`config.mk`:
```
export PLATFORM = sky130hd
export DESIGN_NAME = dppa_top
export DESIGN_NICKNAME = d
export VERILOG_FILES = /design/src/verilog/dppa_pkg.sv /design/src/verilog/dppa_top.sv
export VERILOG_INCLUDE_DIRS = /design/src /design/src/verilog
export SDC_FILE = /design/constraint.sdc
export NUM_CORES = 1
export LEC_CHECK = 0
export BUFFER_PORTS_ARGS = -buffer_cell sky130_fd_sc_hd__buf_2
export CAP_MARGIN = 20
export CORE_UTILIZATION = 57
export CTS_CLUSTER_SIZE = 20
export DETAILED_ROUTE_END_ITERATION = 16
export PLACE_DENSITY = 0.82
export SYNTH_ARGS = -nofsm -noshare
export SYNTH_HDL_FRONTEND = slang
export SYNTH_SLANG_ARGS = --single-unit
```
`constraint.sdc`:
```
create_clock -name clk -period 7.7 [get_ports clk]
set_input_delay 1.54 -clock clk [delete_from_list [all_inputs] [get_ports clk]]
set_output_delay 1.54 -clock clk [all_outputs]
set_load 0.02 [all_outputs]
```
`src/verilog/dppa_defs.svh`:
```
// constants for the dual parallel port adapter
`ifndef DPPA_DEFS_SVH
`define DPPA_DEFS_SVH

// host register addresses on {reg_sel_high, reg_sel_low}
`define DPPA_ADDR_PORT_A 2'h0
`define DPPA_ADDR_CTRL_A 2'h1
`define DPPA_ADDR_PORT_B 2'h2
`define DPPA_ADDR_CTRL_B 2'h3

// address bit that picks control over port, and bit that picks side b
`define DPPA_ADDR_CTRL_BIT 0
`define DPPA_ADDR_SIDE_BIT 1

// side indices and count
`define DPPA_SIDE_A 0
`define DPPA_SIDE_B 1
`define DPPA_SIDES 2

// reset values
`define DPPA_BYTE_RESET 8'h00
`define DPPA_BIT_RESET 1'h0
`define DPPA_ADDR_RESET 2'h0

// widths of the synchronised bundles
`define DPPA_HOST_W 15
`define DPPA_PIN_W 20

`endif

```
`src/verilog/dppa_pkg.sv`:
```
// types shared by the dual parallel port adapter
`default_nettype none
package dppa_pkg;

  // control register layout, bit 7 down to bit 0
  typedef struct packed {
    logic flag_first;   // bit 7, set by the first control input
    logic flag_second;  // bit 6, set by the second control line
    logic sec_out_mode; // bit 5, second line is an output when 1
    logic sec_edge;     // bit 4, 1 = rising edge, or output level in output mode
    logic sec_en;       // bit 3, interrupt enable of the second line
    logic port_sel;     // bit 2, 1 = out latch / pins, 0 = line mode
    logic first_edge;   // bit 1, 1 = rising edge active
    logic first_en;     // bit 0, interrupt enable of the first input
  } dppa_ctl_t;

  // host bus pins as sampled together
  typedef struct packed {
    logic phi2;
    logic read_not_write;
    logic [1:0] addr;
    logic cs_high0;
    logic cs_high1;
    logic cs_low_n;
    logic [7:0] data;
  } dppa_host_t;

endpackage : dppa_pkg
`default_nettype wire

```
`src/verilog/dppa_top.sv`:
```
// dual parallel port adapter: host register bus, two port sections, edge flags
`include "dppa_defs.svh"
`default_nettype none

// three-stage input synchroniser, new value taken once stages two and three agree
module dppa_sync #(
  parameter int W = 1
) (
  input wire logic clk,
  input wire logic rst_n,
  input wire logic [W-1:0] d,
  output logic [W-1:0] q
);
  logic [W-1:0] s1_reg;
  logic [W-1:0] s2_reg;
  logic [W-1:0] s3_reg;
  logic [W-1:0] q_next;

  // a value only counts once it has held for two samples
  always_comb begin
    q_next = (s2_reg == s3_reg) ? s3_reg : q;
  end

  always_ff @(posedge clk or negedge rst_n) begin
    if (!rst_n) begin
      s1_reg <= '0;
      s2_reg <= '0;
      s3_reg <= '0;
      q <= '0;
    end else begin
      s1_reg <= d;
      s2_reg <= s1_reg;
      s3_reg <= s2_reg;
      q <= q_next;
    end
  end
endmodule : dppa_sync

module dppa_top
  import dppa_pkg::*;
(
  // clock and reset
  input wire logic clk,
  input wire logic rst_b,
  // host bus
  input wire logic phi2,
  input wire logic read_not_write,
  input wire logic reg_sel_low,
  input wire logic reg_sel_high,
  input wire logic cs_high0,
  input wire logic cs_high1,
  input wire logic cs_low_n,
  input wire logic [7:0] host_data_in,
  output logic [7:0] host_data_out,
  output logic host_data_oe,
  // open-drain interrupt requests
  output logic side_a_int_req_n_out,
  output logic side_a_int_req_n_oe,
  output logic side_b_int_req_n_out,
  output logic side_b_int_req_n_oe,
  // side a peripheral lines
  input wire logic [7:0] side_a_port_lines_in,
  output logic [7:0] side_a_port_lines_out,
  output logic [7:0] side_a_port_lines_oe,
  input wire logic side_a_ctl_in_first,
  input wire logic side_a_ctl_line_second_in,
  output logic side_a_ctl_line_second_out,
  output logic side_a_ctl_line_second_oe,
  // side b peripheral lines
  input wire logic [7:0] side_b_port_lines_in,
  output logic [7:0] side_b_port_lines_out,
  output logic [7:0] side_b_port_lines_oe,
  input wire logic side_b_ctl_in_first,
  input wire logic side_b_ctl_line_second_in,
  output logic side_b_ctl_line_second_out,
  output logic side_b_ctl_line_second_oe
);
  logic rst_s1_reg;
  logic rst_n;
  dppa_host_t host;
  logic [`DPPA_PIN_W-1:0] pin_q;
  logic [7:0] port_in [`DPPA_SIDES];
  logic ctl1_in [`DPPA_SIDES];
  logic ctl2_in [`DPPA_SIDES];

  dppa_ctl_t ctl_reg [`DPPA_SIDES];
  dppa_ctl_t ctl_next [`DPPA_SIDES];
  logic [7:0] mode_reg [`DPPA_SIDES];
  logic [7:0] mode_next [`DPPA_SIDES];
  logic [7:0] latch_reg [`DPPA_SIDES];
  logic [7:0] latch_next [`DPPA_SIDES];
  logic prev1_reg [`DPPA_SIDES];
  logic prev2_reg [`DPPA_SIDES];
  logic set1 [`DPPA_SIDES];
  logic set2 [`DPPA_SIDES];
  logic clr [`DPPA_SIDES];

  logic [7:0] hold_data_reg;
  logic [7:0] hold_data_next;
  logic [1:0] hold_addr_reg;
  logic [1:0] hold_addr_next;
  logic hold_write_reg;
  logic hold_write_next;
  logic hold_sel_reg;
  logic hold_sel_next;
  logic prev_phi2_reg;
  logic [7:0] dout_next;
  logic chip_sel;
  logic phi2_fall;
  logic commit;

  // reset release through two flops; assertion stays asynchronous
  always_ff @(posedge clk or negedge rst_b) begin
    if (!rst_b) begin
      rst_s1_reg <= `DPPA_BIT_RESET;
      rst_n <= `DPPA_BIT_RESET;
    end else begin
      rst_s1_reg <= 1'h1;
      rst_n <= rst_s1_reg;
    end
  end

  // host pins come from the processor's timing, so they are synchronised as one bundle
  dppa_sync #(.W(`DPPA_HOST_W)) u_host_sync (
    .clk(clk),
    .rst_n(rst_n),
    .d({phi2, read_not_write, reg_sel_high, reg_sel_low, cs_high0, cs_high1, cs_low_n,
        host_data_in}),
    .q(host)
  );

  // peripheral pins
  dppa_sync #(.W(`DPPA_PIN_W)) u_pin_sync (
    .clk(clk),
    .rst_n(rst_n),
    .d({side_a_port_lines_in, side_b_port_lines_in, side_a_ctl_in_first,
        side_a_ctl_line_second_in, side_b_ctl_in_first, side_b_ctl_line_second_in}),
    .q(pin_q)
  );

  // unpack synchronised pins per side
  assign port_in[`DPPA_SIDE_A] = pin_q[19:12];
  assign port_in[`DPPA_SIDE_B] = pin_q[11:4];
  assign ctl1_in[`DPPA_SIDE_A] = pin_q[3];
  assign ctl2_in[`DPPA_SIDE_A] = pin_q[2];
  assign ctl1_in[`DPPA_SIDE_B] = pin_q[1];
  assign ctl2_in[`DPPA_SIDE_B] = pin_q[0];

  // chip selected and end of the phase-2 pulse
  assign chip_sel = host.cs_high0 & host.cs_high1 & ~host.cs_low_n;
  assign phi2_fall = prev_phi2_reg & ~host.phi2;
  assign commit = phi2_fall & hold_sel_reg;

  // write holding: the bus value is tracked for the whole high phase
  always_comb begin
    hold_data_next = hold_data_reg;
    hold_addr_next = hold_addr_reg;
    hold_write_next = hold_write_reg;
    hold_sel_next = hold_sel_reg;
    if (host.phi2) begin
      hold_data_next = host.data;
      hold_addr_next = host.addr;
      hold_write_next = ~host.read_not_write;
      hold_sel_next = chip_sel;
    end else if (phi2_fall) begin
      hold_sel_next = `DPPA_BIT_RESET; // one commit per pulse
    end
  end

  // register file and edge logic, one pass per section
  always_comb begin
    for (int s = 0; s < `DPPA_SIDES; s++) begin
      ctl_next[s] = ctl_reg[s];
      mode_next[s] = mode_reg[s];
      latch_next[s] = latch_reg[s];
      // active edge chosen by the control bits
      set1[s] = ctl_reg[s].first_edge ? (ctl1_in[s] & ~prev1_reg[s]) :
                (~ctl1_in[s] & prev1_reg[s]);
      set2[s] = ~ctl_reg[s].sec_out_mode & (ctl_reg[s].sec_edge ?
                (ctl2_in[s] & ~prev2_reg[s]) : (~ctl2_in[s] & prev2_reg[s]));
      clr[s] = commit & ~hold_write_reg & (hold_addr_reg[`DPPA_ADDR_SIDE_BIT] == s[0]) &
               ~hold_addr_reg[`DPPA_ADDR_CTRL_BIT] & ctl_reg[s].port_sel;
      if (commit & hold_write_reg & (hold_addr_reg[`DPPA_ADDR_SIDE_BIT] == s[0])) begin
        if (hold_addr_reg[`DPPA_ADDR_CTRL_BIT]) begin
          // flags keep their state, only bits 5..0 are written
          ctl_next[s] = dppa_ctl_t'({ctl_reg[s].flag_first, ctl_reg[s].flag_second,
                                     hold_data_reg[5:0]});
        end else if (ctl_reg[s].port_sel) begin
          latch_next[s] = hold_data_reg;
        end else begin
          mode_next[s] = hold_data_reg;
        end
      end
      // a new edge in the clearing cycle is kept
      ctl_next[s].flag_first = set1[s] | (ctl_reg[s].flag_first & ~clr[s]);
      ctl_next[s].flag_second = set2[s] | (ctl_reg[s].flag_second & ~clr[s]);
    end
  end

  // read data, registered every cycle from the current address
  always_comb begin
    dout_next = ctl_reg[host.addr[`DPPA_ADDR_SIDE_BIT]];
    if (!host.addr[`DPPA_ADDR_CTRL_BIT]) begin
      dout_next = ctl_reg[host.addr[`DPPA_ADDR_SIDE_BIT]].port_sel ?
                  port_in[host.addr[`DPPA_ADDR_SIDE_BIT]] :
                  mode_reg[host.addr[`DPPA_ADDR_SIDE_BIT]];
    end
  end

  always_ff @(posedge clk or negedge rst_n) begin
    if (!rst_n) begin
      for (int s = 0; s < `DPPA_SIDES; s++) begin
        ctl_reg[s] <= dppa_ctl_t'(`DPPA_BYTE_RESET);
        mode_reg[s] <= `DPPA_BYTE_RESET;
        latch_reg[s] <= `DPPA_BYTE_RESET;
        prev1_reg[s] <= `DPPA_BIT_RESET;
        prev2_reg[s] <= `DPPA_BIT_RESET;
      end
      hold_data_reg <= `DPPA_BYTE_RESET;
      hold_addr_reg <= `DPPA_ADDR_RESET;
      hold_write_reg <= `DPPA_BIT_RESET;
      hold_sel_reg <= `DPPA_BIT_RESET;
      prev_phi2_reg <= `DPPA_BIT_RESET;
      host_data_out <= `DPPA_BYTE_RESET;
    end else begin
      for (int s = 0; s < `DPPA_SIDES; s++) begin
        ctl_reg[s] <= ctl_next[s];
        mode_reg[s] <= mode_next[s];
        latch_reg[s] <= latch_next[s];
        prev1_reg[s] <= ctl1_in[s];
        prev2_reg[s] <= ctl2_in[s];
      end
      hold_data_reg <= hold_data_next;
      hold_addr_reg <= hold_addr_next;
      hold_write_reg <= hold_write_next;
      hold_sel_reg <= hold_sel_next;
      prev_phi2_reg <= host.phi2;
      host_data_out <= dout_next;
    end
  end

  // bus driven only in the high phase of a selected read
  assign host_data_oe = host.phi2 & chip_sel & host.read_not_write;

  // port lines: line mode drives the enables, out latch the levels
  assign side_a_port_lines_out = latch_reg[`DPPA_SIDE_A];
  assign side_a_port_lines_oe = mode_reg[`DPPA_SIDE_A];
  assign side_b_port_lines_out = latch_reg[`DPPA_SIDE_B];
  assign side_b_port_lines_oe = mode_reg[`DPPA_SIDE_B];

  // second line as a plain output follows bit 4; handshake modes are not built
  assign side_a_ctl_line_second_out = ctl_reg[`DPPA_SIDE_A].sec_edge;
  assign side_a_ctl_line_second_oe = ctl_reg[`DPPA_SIDE_A].sec_out_mode;
  assign side_b_ctl_line_second_out = ctl_reg[`DPPA_SIDE_B].sec_edge;
  assign side_b_ctl_line_second_oe = ctl_reg[`DPPA_SIDE_B].sec_out_mode;

  // open drain: level is always low, enable pulls the wire
  assign side_a_int_req_n_out = `DPPA_BIT_RESET;
  assign side_b_int_req_n_out = `DPPA_BIT_RESET;
  assign side_a_int_req_n_oe =
    (ctl_reg[`DPPA_SIDE_A].flag_first & ctl_reg[`DPPA_SIDE_A].first_en) |
    (ctl_reg[`DPPA_SIDE_A].flag_second & ctl_reg[`DPPA_SIDE_A].sec_en &
     ~ctl_reg[`DPPA_SIDE_A].sec_out_mode);
  assign side_b_int_req_n_oe =
    (ctl_reg[`DPPA_SIDE_B].flag_first & ctl_reg[`DPPA_SIDE_B].first_en) |
    (ctl_reg[`DPPA_SIDE_B].flag_second & ctl_reg[`DPPA_SIDE_B].sec_en &
     ~ctl_reg[`DPPA_SIDE_B].sec_out_mode);

endmodule : dppa_top
`default_nettype wire

```
==> impl_metrics.json <==
{
  "drive_gt1_share_pct": 43.4,
  "std_cell_rows": 41,
  "cts-buffers-inserted": 21,
  "seq_area_frac_synth_pct": 71.4,
  "drc_errors": 0,
  "drv_cap": 0,
  "hold_viol_final": 0,
  "synthDistinctLibCells": 36,
  "first_pass_iters": 4,
  "grt_max_degree": 75,
  "rsz0062_at_grt": "false",
  "wl_per_cell_um": 19.0,
  "globalplace.congestion": 0.850,
  "hold_path.class": "flip-flop to flip-flop",
  "dieArea_um2": 13700,
  "vdd_ir_drop_max_uv": 144,
  "grt_antenna_before_repair": 0,
  "fin_crit_sh_pct": 42.0,
  "worst-setup-path-type": "flip-flop to output pin",
  "initial_core_util_pct": 59.0,
  "cts_tree": "built",
  "drt-total-wl_um": 13700,
  "coreArea_um2": 12800,
  "dp.cells": 684,
  "slew_headroom_pct": 30.7,
  "ys_warn_count": 0,
  "tightest_slew_ns": 1.04,
  "synth_edf_count": 0,
  "grt_pass1_wl_um": 21900,
  "dieWidth_um": 117,
  "crit_required_ns": 6.16,
  "fin_worst_skew_ns": 0.00715,
  "post-route-min-period_ns": 3.23,
  "netlist_area_um2": 7530,
  "endpoint_kind": "output pin",
  "synth_top_area_share_pct": 71.4,
  "n_fill_cell": 849,
  "grtUsageTotal_pct": 21.6,
  "hpwl_um": 9010,
  "fin_nets": 572,
  "via_count": 3829,
  "yosys-top-cells-area": "dfrtp_1, mux2_2, xor2_1, mux4_2, mux2_4",
  "yosysTopAreaCell": "dfrtp_1",
  "dr.first_iter.drc_count": 155,
  "vias_per_cell": 5.31,
  "status": "complete, no violations",
  "diodes": 0,
  "stdcell_count": 721,
  "cts.sinks": 215,
  "fin_area_um2": 8810,
  "htree_levels": 1,
  "finalMaxSlewViolations": 0,
  "startpoint_type": "flip-flop",
  "yosys_register_bits": 215,
  "avgSynthCellArea_um2": 17.2,
  "yosysMostFrequentCell": "dfrtp_1",
  "ff2ff_setup_slack_ns": 5.07,
  "pin_count": 86,
  "syn_inst": 437,
  "clk_pin_slew_ns": 0.06,
  "synthToLayoutAreaGrowth_pct": 17.0,
  "cts.repair.resized": 0,
  "grt_pass1_vias": 4047,
  "ys.flop_type": "dfrtp_1",
  "clock_latency_ns": 0.49,
  "fin_setup_tns_ns": 0,
  "synthTopCellsByCount": "dfrtp_1, mux2_2, xor2_1",
  "power_leakage_nw": 4.48,
  "post_cts_buffers": 0,
  "cts_hold_buf": 0,
  "postPlaceCellArea_um2": 8120,
  "grt_overflow": 0,
  "power_density_nw_per_um2": 252,
  "totalPowerFinal_mw": 2.22,
  "setup_viol": 0,
  "path_max_fanout": 17,
  "cts-root-buf": "clkbuf_16",
  "fmax_ghz": 0.310,
  "final_antenna_net_count": 0,
  "port_buffers": 83,
  "die_y_um": 117,
  "ys_async_sr_fraction_pct": 100,
  "clock_path_buffers": 3,
  "crit_arrival_ns": 1.69
}
power breakdown:
part	internal (mW)	total (mW)	switching, mW
clock	0.603	0.996	0.392
combinational	0.0177	0.0421	0.0244
sequential	1.16	1.18	0.0241
total	1.78	2.22	0.441
cell families (layout without fill, tap and decap cells):
group	count (synthesis)	count (layout)	share of synthesized area [%]
DFF	215	215	71.4
and+or+nand+nor	47	47	3.90
other	2	3	0.0997
xor gates and xnor gates	35	35	4.07
buffers and inverters	13	124	0.914
AOI/OAI and AO/OA	13	13	1.26
muxes	112	112	18.3
critical path: stages, from the launching register on:
cell and delay, ns:
dfrtp_1 0.71, nand2_1 0.16, nor3_1 0.15, buf_2 0.19
metal layers:
metal	wire (um)	global-route usage (%)	part of all wire, %	up-vias
met5	0	0	0	-
met2	6830	37.1	50	121
met4	492	9.03	3.6	0
met3	682	3.35	5.0	36
met1	5700	27.7	42	1959
li1	-	-	-	1713
path summary, 6_finish.rpt:
check | depth (start not counted) | to | from
max | 3 | host_data_oe | u_host_sync.q[14]
min | 0 | u_host_sync.s2_reg[5] | u_host_sync.s1_reg[5]
max reg2reg | 5 | u_pin_sync.q[5] | u_pin_sync.s3_reg[4]
min reg2reg | 0 | u_host_sync.s2_reg[5] | u_host_sync.s1_reg[5]
max in group asynchronous | 1 | u_pin_sync.s3_reg[13] | rst_n
min in group asynchronous | 0 | u_pin_sync.s1_reg[8] | rst_n
layout by cell type (no fill, tap or decap), types with 3 or more instances in the layout:
cell type / synthesis / routed
o21ai_0: 4 / 4
xor2_1: 23 / 23
xnor2_1: 12 / 12
mux4_2: 7 / 7
clkbuf_8: 0 / 7
clkbuf_16: 0 / 21
conb_1: 2 / 3
dfrtp_1: 215 / 214
buf_2: 4 / 83
nand2_1: 12 / 12
clkbuf_1: 2 / 5
nand4_1: 3 / 3
mux2_4: 10 / 10
mux2_2: 93 / 93
nor3_1: 4 / 4
nor4_1: 4 / 4
nor2_1: 12 / 12
metrics by stage:
step / hold slack [ns] / utilization [%] / worst slack [ns]
final: 0.345 / 69.0 / 4.47
after global routing: 0.356 / 69.0 / 4.32
after detailed placement: 0.335 / 63.6 / 4.99
after global placement: 0.333 / 63.6 / 5.01
after CTS: 0.347 / 69.0 / 4.46
after floorplan: 0.331 / - / 1.26
final cells by class:
cell class | instances | area, um^2 | area share (%)
well taps | 172 | 215 | 2.44
clock inverters | 4 | 48.8 | 0.554
flip-flops and latches | 215 | 5380 | 61.1
repair buffers | 85 | 430 | 4.88
clock buffers | 33 | 641 | 7.27
multi-input cells | 210 | 2090 | 23.7
inverters | 2 | 7.51 | 0.0852
(Power assumes the default switching activity.)
